**config.mk**
```make
export PLATFORM = sky130hd
export DESIGN_NAME = dag_channel
export DESIGN_NICKNAME = d
export VERILOG_FILES = /design/src/common/dag_pkg.sv /design/src/rtl/dag_sticky.sv /design/src/rtl/dag_channel.sv
export SDC_FILE = /design/constraint.sdc
export NUM_CORES = 1
export LEC_CHECK = 0
export BUFFER_PORTS_ARGS = -buffer_cell sky130_fd_sc_hd__buf_4
export CORE_UTILIZATION = 30
export DETAILED_ROUTE_END_ITERATION = 10
export MAX_ROUTING_LAYER = met4
export SETUP_SLACK_MARGIN = 0.02
export SLEW_MARGIN = 0
export SYNTH_ARGS = -nofsm -noshare
export SYNTH_HDL_FRONTEND = slang
export SYNTH_SLANG_ARGS = --single-unit
```
**constraint.sdc**
```tcl
create_clock -name clock -period 4.82 [get_ports clock]
set_input_delay 0.964 -clock clock [delete_from_list [all_inputs] [get_ports clock]]
set_output_delay 0.964 -clock clock [all_outputs]
set_load 0.1 [all_outputs]
```
**src/common/dag_pkg.sv**
```systemverilog
/*
  shared constants for the dma channel address generator: register offsets,
  field positions, reset values and addressing mode encodings.
  assumes a 16-bit register port with word-indexed offsets.
*/
package dag_pkg;
  // register offsets on the plain register port
  localparam logic [3:0] OFF_CTRL   = 4'h0;
  localparam logic [3:0] OFF_STA    = 4'h1;
  localparam logic [3:0] OFF_STB    = 4'h2;
  localparam logic [3:0] OFF_CNT    = 4'h3;
  localparam logic [3:0] OFF_STATUS = 4'h4;
  localparam logic [3:0] OFF_MASK   = 4'h5;
  // control register field positions
  localparam int CTRL_EN_BIT    = 15;
  localparam int CTRL_SIZE_BIT  = 14;
  localparam int CTRL_DIR_BIT   = 13;
  localparam int CTRL_HALF_BIT  = 12;
  localparam int CTRL_ADDR_MODE_SEL_LO  = 4;
  localparam int CTRL_ADDR_MODE_SEL_HI  = 5;
  localparam int CTRL_OPMODE_LO = 0;
  localparam int CTRL_OPMODE_HI = 1;
  // reset values
  localparam logic [15:0] CTRL_RST  = 16'h0000;
  localparam logic [15:0] STA_RST   = 16'h0000;
  localparam logic [9:0]  CNT_RST   = 10'h000;
  localparam logic [1:0]  MASK_RST  = 2'h0;
  // addressing modes
  localparam logic [1:0] ADDR_MODE_SEL_INC   = 2'h0;
  localparam logic [1:0] ADDR_MODE_SEL_FIXED = 2'h1;
  // operating modes: bit 0 one-shot, bit 1 alternating buffers
  localparam int OPM_ONESHOT_BIT  = 0;
  localparam int OPM_PINGPONG_BIT = 1;
  // address steps
  localparam logic [15:0] STEP_WORD = 16'h0002;
  localparam logic [15:0] STEP_BYTE = 16'h0001;
  // status bit positions
  localparam int ST_HALF_BIT = 0;
  localparam int ST_DONE_BIT = 1;
  // channel states
  typedef enum logic [1:0] {
    ST_IDLE = 2'b01,
    ST_RUN  = 2'b10
  } dag_state_t;
endpackage

```
**src/rtl/dag_sticky.sv**
```systemverilog
/*
  one sticky status bit: set by a hardware event, cleared by a read.
  assumes event and clear are synchronous to clock.
*/
`timescale 1ns/100ps
`default_nettype none
module dag_sticky (
  // clock and control
  input  wire logic clock,
  input  wire logic rst_n,
  input  wire logic clkEn,
  // set and clear
  input  wire logic setEvt,
  input  wire logic clrRd,
  // state
  output logic      flag
);
  // set wins over a clear in the same cycle
  always_ff @(posedge clock) begin
    if (!rst_n) begin
      flag <= 1'b0;
    end else if (clkEn) begin
      flag <= setEvt | (flag & ~clrRd);
    end
  end
endmodule
`default_nettype wire

```
**src/rtl/dag_channel.sv**
```systemverilog
/*
  one dma channel address generator with control, start offsets, count,
  status and mask registers on a plain register port.
  assumes the peripheral request, its address and transfer-done strobe are
  synchronous to clock, and the memory side accepts one address per element.
  a channel disabled in mid-element still waits for that element's done
  strobe, so the memory request never hangs high after a stop.
*/
// The implementer's own choices: the plain strobed port and the register offsets.
// Functional notes
// - after reset the addressing mode field is 00, post-increment
// - post-increment starts at selected start offset, advances per element
// - start offset reads give latest transfer offset; programmed value kept
// - mode 01 keeps the memory address fixed
// - switching to fixed mode keeps the current working address
// - mode 1x selects peripheral-indirect regardless of the low bit
// - indirect mode still moves data, counts and raises interrupts
// - indirect offset is base OR zero-extended peripheral address
// - indirect reads of start offset return the combined offset
// - outside indirect mode the request address is ignored
// - indirect mode follows the programmed direction both ways
// - indirect mode works with every operating mode
// - increment by 2 for words and 1 for bytes
`timescale 1ns/100ps
`default_nettype none
module dag_channel (
  // clock and control
  input  wire logic        clock,
  input  wire logic        rst_n,
  input  wire logic        clkEn,
  // register port
  input  wire logic [3:0]  regAddr,
  input  wire logic [15:0] regWrData,
  input  wire logic        regWr,
  input  wire logic        regRd,
  output logic      [15:0] regRdData,
  // peripheral request side
  input  wire logic        perReq,
  input  wire logic [15:0] perAddr,
  // memory side
  input  wire logic        xferDone,
  output logic             memReq,
  output logic      [15:0] memAddr,
  output logic             memWrite,
  output logic             memByte,
  // interrupt
  output logic             irq
);
  // registers
  logic [15:0] ctrl_reg;
  logic [15:0] staProg_reg;
  logic [15:0] stbProg_reg;
  logic [9:0]  cnt_reg;
  logic [1:0]  mask_reg;
  logic [15:0] work_reg;
  logic [15:0] work_next;
  logic [15:0] lastA_reg;
  logic [15:0] lastB_reg;
  logic [9:0]  done_reg;
  logic        bufB_reg;
  logic        busy_reg;
  dag_pkg::dag_state_t state_reg;
  logic [1:0]  status;
  logic        enPrev_reg;

  // control field decode
  wire logic       chanEn   = ctrl_reg[dag_pkg::CTRL_EN_BIT];
  wire logic       sizeByte = ctrl_reg[dag_pkg::CTRL_SIZE_BIT];
  wire logic       dirToPer = ctrl_reg[dag_pkg::CTRL_DIR_BIT];
  wire logic       halfIrq  = ctrl_reg[dag_pkg::CTRL_HALF_BIT];
  wire logic [1:0] addr_mode_sel    = ctrl_reg[dag_pkg::CTRL_ADDR_MODE_SEL_HI:dag_pkg::CTRL_ADDR_MODE_SEL_LO];
  wire logic [1:0] opMode   = ctrl_reg[dag_pkg::CTRL_OPMODE_HI:dag_pkg::CTRL_OPMODE_LO];
  wire logic       oneShot  = opMode[dag_pkg::OPM_ONESHOT_BIT];
  wire logic       pingPong = opMode[dag_pkg::OPM_PINGPONG_BIT];

  // addressing mode selection
  wire logic modeInd   = addr_mode_sel[1];
  wire logic modeFixed = (addr_mode_sel == dag_pkg::ADDR_MODE_SEL_FIXED);
  wire logic [15:0] step = sizeByte ? dag_pkg::STEP_BYTE : dag_pkg::STEP_WORD;
  wire logic [15:0] baseSel = bufB_reg ? stbProg_reg : staProg_reg;

  // effective offset of the element now requested
  wire logic [15:0] indAddr = baseSel | perAddr;
  wire logic [15:0] effAddr = modeInd ? indAddr : work_reg;

  // transfer accounting
  wire logic takeReq  = (state_reg == dag_pkg::ST_RUN) && perReq && !busy_reg;
  wire logic elemDone = busy_reg && xferDone;
  wire logic [9:0] doneInc = done_reg + 10'h001;
  wire logic [10:0] halfPt = ({1'b0, cnt_reg} + 11'h002) >> 1;
  wire logic lastElem = elemDone && (doneInc == cnt_reg + 10'h001);
  wire logic halfHit  = elemDone && ({1'b0, doneInc} == halfPt);
  wire logic evHalf   = halfIrq && halfHit;
  wire logic evDone   = !halfIrq && lastElem;
  wire logic enRise   = chanEn && !enPrev_reg;
  wire logic stopRun  = lastElem && oneShot && (!pingPong || bufB_reg);

  // register decode
  wire logic wrCtrl = regWr && (regAddr == dag_pkg::OFF_CTRL);
  wire logic wrSta  = regWr && (regAddr == dag_pkg::OFF_STA);
  wire logic wrStb  = regWr && (regAddr == dag_pkg::OFF_STB);
  wire logic wrCnt  = regWr && (regAddr == dag_pkg::OFF_CNT);
  wire logic wrMask = regWr && (regAddr == dag_pkg::OFF_MASK);
  wire logic rdStat = regRd && (regAddr == dag_pkg::OFF_STATUS);
  wire logic [15:0] rdMux =
      (regAddr == dag_pkg::OFF_CTRL)   ? ctrl_reg :
      (regAddr == dag_pkg::OFF_STA)    ? lastA_reg :
      (regAddr == dag_pkg::OFF_STB)    ? lastB_reg :
      (regAddr == dag_pkg::OFF_CNT)    ? {6'h00, cnt_reg} :
      (regAddr == dag_pkg::OFF_STATUS) ? {14'h0000, status} :
      (regAddr == dag_pkg::OFF_MASK)   ? {14'h0000, mask_reg} : 16'h0000;

  // working address next value
  always_comb begin
    work_next = work_reg;
    if (enRise) begin
      work_next = staProg_reg;
    end else if (lastElem) begin
      work_next = (pingPong && !bufB_reg) ? stbProg_reg : staProg_reg;
    end else if (elemDone && !modeInd && !modeFixed) begin
      work_next = work_reg + step;
    end else begin
      work_next = work_reg;
    end
  end

  // software-written configuration
  // the programmed start offsets are only ever written by software, so
  // a reload at a new buffer always finds the value that was programmed
  always_ff @(posedge clock) begin
    if (!rst_n) begin
      ctrl_reg    <= dag_pkg::CTRL_RST;
      staProg_reg <= dag_pkg::STA_RST;
      stbProg_reg <= dag_pkg::STA_RST;
      cnt_reg     <= dag_pkg::CNT_RST;
      mask_reg    <= dag_pkg::MASK_RST;
    end else if (clkEn) begin
      // software write wins over the one-shot auto stop
      if (wrCtrl) begin
        ctrl_reg <= regWrData;
      end else if (stopRun) begin
        ctrl_reg[dag_pkg::CTRL_EN_BIT] <= 1'b0;
      end
      // programmed bases, never touched by address updates
      if (wrSta) begin
        staProg_reg <= regWrData;
      end
      if (wrStb) begin
        stbProg_reg <= regWrData;
      end
      // element count and interrupt mask
      if (wrCnt) begin
        cnt_reg <= regWrData[9:0];
      end
      if (wrMask) begin
        mask_reg <= regWrData[1:0];
      end
    end
  end

  // channel state, working address and latest offsets
  always_ff @(posedge clock) begin
    if (!rst_n) begin
      state_reg  <= dag_pkg::ST_IDLE;
      work_reg   <= dag_pkg::STA_RST;
      lastA_reg  <= dag_pkg::STA_RST;
      lastB_reg  <= dag_pkg::STA_RST;
      done_reg   <= dag_pkg::CNT_RST;
      bufB_reg   <= 1'b0;
      busy_reg   <= 1'b0;
      enPrev_reg <= 1'b0;
    end else if (clkEn) begin
      // enable history for the rising-edge reload
      enPrev_reg <= chanEn;
      work_reg   <= work_next;
      // latest offsets: a software write seeds them, each take updates
      if (wrSta) begin
        lastA_reg <= regWrData;
      end else if (takeReq && !bufB_reg) begin
        lastA_reg <= effAddr;
      end
      if (wrStb) begin
        lastB_reg <= regWrData;
      end else if (takeReq && bufB_reg) begin
        lastB_reg <= effAddr;
      end
      // run control; an element in flight is finished even when stopped
      case (state_reg)
        dag_pkg::ST_IDLE: begin
          if (elemDone) begin
            busy_reg <= 1'b0;
          end
          if (enRise) begin
            state_reg <= dag_pkg::ST_RUN;
            done_reg  <= dag_pkg::CNT_RST;
            bufB_reg  <= 1'b0;
          end
        end
        dag_pkg::ST_RUN: begin
          if (!chanEn || stopRun) state_reg <= dag_pkg::ST_IDLE;
          if (takeReq) busy_reg <= 1'b1;
          else if (elemDone) busy_reg <= 1'b0;
          if (lastElem) begin
            done_reg <= dag_pkg::CNT_RST;
            bufB_reg <= pingPong ? !bufB_reg : 1'b0;
          end else if (elemDone) begin
            done_reg <= doneInc;
          end
        end
        default: state_reg <= dag_pkg::ST_IDLE;
      endcase
    end
  end

  // memory side outputs, held while an element is in flight
  always_ff @(posedge clock) begin
    if (!rst_n) begin
      memReq   <= 1'b0;
      memAddr  <= dag_pkg::STA_RST;
      memWrite <= 1'b0;
      memByte  <= 1'b0;
    end else if (clkEn) begin
      if (takeReq) begin
        memReq   <= 1'b1;
        memAddr  <= effAddr;
        memWrite <= !dirToPer;
        memByte  <= sizeByte;
      end else if (elemDone) begin
        memReq <= 1'b0;
      end
    end
  end

  // sticky status bits: half and full block
  dag_sticky uHalf (
    .clock  (clock),
    .rst_n  (rst_n),
    .clkEn  (clkEn),
    .setEvt (evHalf),
    .clrRd  (rdStat),
    .flag   (status[dag_pkg::ST_HALF_BIT])
  );
  dag_sticky uDone (
    .clock  (clock),
    .rst_n  (rst_n),
    .clkEn  (clkEn),
    .setEvt (evDone),
    .clrRd  (rdStat),
    .flag   (status[dag_pkg::ST_DONE_BIT])
  );

  // read data one cycle after the strobe; masked interrupt level
  always_ff @(posedge clock) begin
    if (!rst_n) begin
      regRdData <= 16'h0000;
      irq       <= 1'b0;
    end else if (clkEn) begin
      regRdData <= regRd ? rdMux : 16'h0000;
      irq       <= |(status & mask_reg);
    end
  end
endmodule
`default_nettype wire

```
==> results.sh <==
export IMPL_seqPwrFrac_pct=46.5
export IMPL_areaGrowthSynthToFinish_pct=16.41
export IMPL_totalWireLength_mm=27.73
export IMPL_relSlewSlack_pct=28.09
export IMPL_synth_seq_area_share_pct=36.73
export IMPL_syn_nets=1140
export IMPL_grt_max_degree=66
export IMPL_cp_top_family="simple AND/OR/NAND/NOR gates"
export IMPL_die_h_um=173.0
export IMPL_slowest_delay_ps=650
export IMPL_period_share_pct=70.00
export IMPL_coreArea_um2=28700
export IMPL_crit_path_end_kind="register"
export IMPL_worstPathArrival_ps=3720
export IMPL_timing_rr_end="work_reg[3]"
export IMPL_fmax_mhz=296.4
export IMPL_gp_congestion=0.8492
export IMPL_p_clk_share_pct=47.2
export IMPL_nNetsFinal=1169
export IMPL_fin_skew_ps=9.910
export IMPL_clockRootBuffer="clkbuf_16"
export IMPL_min_path_type="reg2reg"
export IMPL_async_flop_share_pct=0
export IMPL_p_int_mw=2.150
export IMPL_required_ps=5160
export IMPL_switchingPower_mw=0.7486
export IMPL_min_delay_path_depth=2
export IMPL_cellLeakagePower_nw=3.879
export IMPL_synth_cells=1089
export IMPL_grt_pass1_vias=7849
export IMPL_timing_hold_ws_ps=462.6
export IMPL_grtUsageTotal_pct=19.32
export IMPL_vias=8059
export IMPL_worstHoldStart="memAddr[6]"
export IMPL_drtIter0Drc=692
export IMPL_grt_pass1_wl_mm=44.39
export IMPL_cts_inserted_buffers=17
export IMPL_drt_first_pass_iters=5
export IMPL_portBuffers=78
export IMPL_yosys_top_cells_area="dfxtp_1 (37%), nand2_1 (9.2%), nand3_1 (5.5%)"
export IMPL_avgSynthCellArea_um2=8.058
export IMPL_finalHoldViolCount=0
export IMPL_setup_violations_final=0
export IMPL_post_route_util_pct=35.59
export IMPL_rr_startpoint="done_reg[0]"
export IMPL_reg2reg_depth=10
export IMPL_slew_viol_final=0
export IMPL_status="finished clean"
export IMPL_rsz0062_at_grt="no"
export IMPL_gr_total_overflow=0
export IMPL_synth_ff_type="dfxtp_1"
export IMPL_whs_endpoint="memAddr[6]"
export IMPL_hpwlAfterDp_mm=19.22
export IMPL_synth_warnings=0
export IMPL_antenna_found_initial=0
export IMPL_power_density_nw_per_um2=283.8
export IMPL_synth_cell_type_count=64
export IMPL_antenna_cells=0
export IMPL_maxCapViolations=0
export IMPL_post_cts_resize_count=0
export IMPL_crit_chain="ha_1 -> nand3_2 -> o21ai_0 -> a211oi_1 -> nand4b_1 -> or4_1 -> a21boi_4 -> buf_4 -> nand2_4 -> o32ai_1"
export IMPL_die_area_um2=29940
export IMPL_io_pins=79
export IMPL_irDropWorstVdd_mv=0.2053
export IMPL_critPathBufInv=1
export IMPL_fin_tns_setup_ps=0
export IMPL_yosysTopAreaCell="dfxtp_1"
export IMPL_startpoint_type="register"
export IMPL_antenna_left=0
export IMPL_synth_edf_count=0
export IMPL_die_width_um=173.0
export IMPL_clk_pin_slew_ps=70
export IMPL_cts_buffer_depth=2
export IMPL_row_count=62
export IMPL_ys_seq_elements=161
export IMPL_path_max_fanout=19
export IMPL_yosysTopAreaCellShare_pct=36.73
export IMPL_path_class="reg2reg"
export IMPL_switching_share_pct=25.82
export IMPL_p_comb_share_pct=6.3
export IMPL_htreeDepth=4
export IMPL_r2r_setup_slack_ps=1450
export IMPL_remaining_drc_errors=0
export IMPL_worst_path_max_delay_cell="or4_1"
export IMPL_synth_area_um2=8775
export IMPL_clk_latency_ps=440
export IMPL_clkSinkCount=161
export IMPL_wl_per_cell_um=18.30
export IMPL_via_per_inst=5.319
export IMPL_cts_tree="yes"
export IMPL_drive_gt1_share_pct=13.70
export IMPL_tightest_slew_ps=1076
export IMPL_start_util_pct=30.57
export IMPL_cts_setup_buffers=0
export IMPL_period_minus_slack_ps=3374
export IMPL_postCtsHoldBufs=0
export IMPL_fill_cells=3017
## per-layer routing
layer	vias to the layer above	part of all wire (%)	track usage, %
li1	3904	-	-
met1	3834	45	25.34
met2	260	46	29.55
met4	0	3.3	7.670
met3	61	5.8	3.166
met5	-	0	-
## cell families (layout without fill, tap and decap cells)
| group | Yosys count | count (layout) | synth area share (%) |
|---|---|---|---|
| DFF | 161 | 161 | 36.73 |
| and+or+nand+nor | 480 | 480 | 25.77 |
| adders and majority gates | 8 | 8 | 1.226 |
| muxes | 27 | 27 | 3.151 |
| xor gates and xnor gates | 46 | 46 | 4.748 |
| buffers and inverters | 108 | 150 | 5.133 |
| AOI/OAI and AO/OA | 259 | 259 | 23.24 |
## worst max path at each step
stage                     start             to  slack, ps  cells after the start
CTS                 done_reg[0]    work_reg[3]       1430                     10
floorplan            regAddr[2]  lastA_reg[11]       1670                     10
global placement       xferDone    work_reg[2]       1460                      9
detailed placement     xferDone    work_reg[3]       1440                      9
global route        done_reg[0]    work_reg[4]       1130                     10
finish              done_reg[0]    work_reg[3]       1450                     10
## metrics by stage
step,setup slack (ps),area (µm²),power (mW),std cells
floorplan,1666,8775,1.477,1089
CTS,1431,10210,2.915,1515
global route,1133,10210,2.986,1515
global placement,1463,9633,1.560,1483
detailed placement,1440,9633,1.560,1483
finish,1446,10210,2.899,1515
## power groups by stage
stage	registers, mW	clock network, mW	logic (mW)
floorplan	1.38	0	0.0971
global placement	1.38	0	0.182
detailed placement	1.38	0	0.182
CTS	1.35	1.38	0.182
global route	1.35	1.44	0.196
finish	1.35	1.37	0.182
## synth_stat cells (all sizes together), types with 20 or more instances
library cell  count
buf              25
mux2i            22
nand2           217
o32ai            20
a21oi            20
inv              21
dfxtp           161
nand3            98
and2             24
o211a            35
nor2             41
clkbuf           62
a21boi           65
nor2b            43
xnor2            26
## final cells by class
cell class,instances,area [µm²],share of cell area (%)
Tap cell,384,480.5,4.704
Clock inverter,14,142.6,1.396
Timing Repair Buffer,97,728.2,7.129
Clock buffer,18,439.2,4.299
Multi-Input combinational cell,820,5122,50.15
Sequential cell,161,3223,31.55
Inverter,21,78.83,0.7717
## tightest hold or removal path: stages, from the launching register on
cell	delay [ps]
dfxtp_1	310
nand2_1	50
a21boi_0	60
## cell usage in the layout (no fill, tap or decap), drive strengths merged, types with 26 or more instances in the layout
| cell type | instances |
|---|---|
| nand2 | 217 |
| dfxtp | 161 |
| nand3 | 98 |
| buf | 97 |
| a21boi | 65 |
| nor2b | 43 |
| nor2 | 41 |
| o211a | 35 |
| inv | 31 |
| xnor2 | 26 |
(Power assumes the default switching activity.)
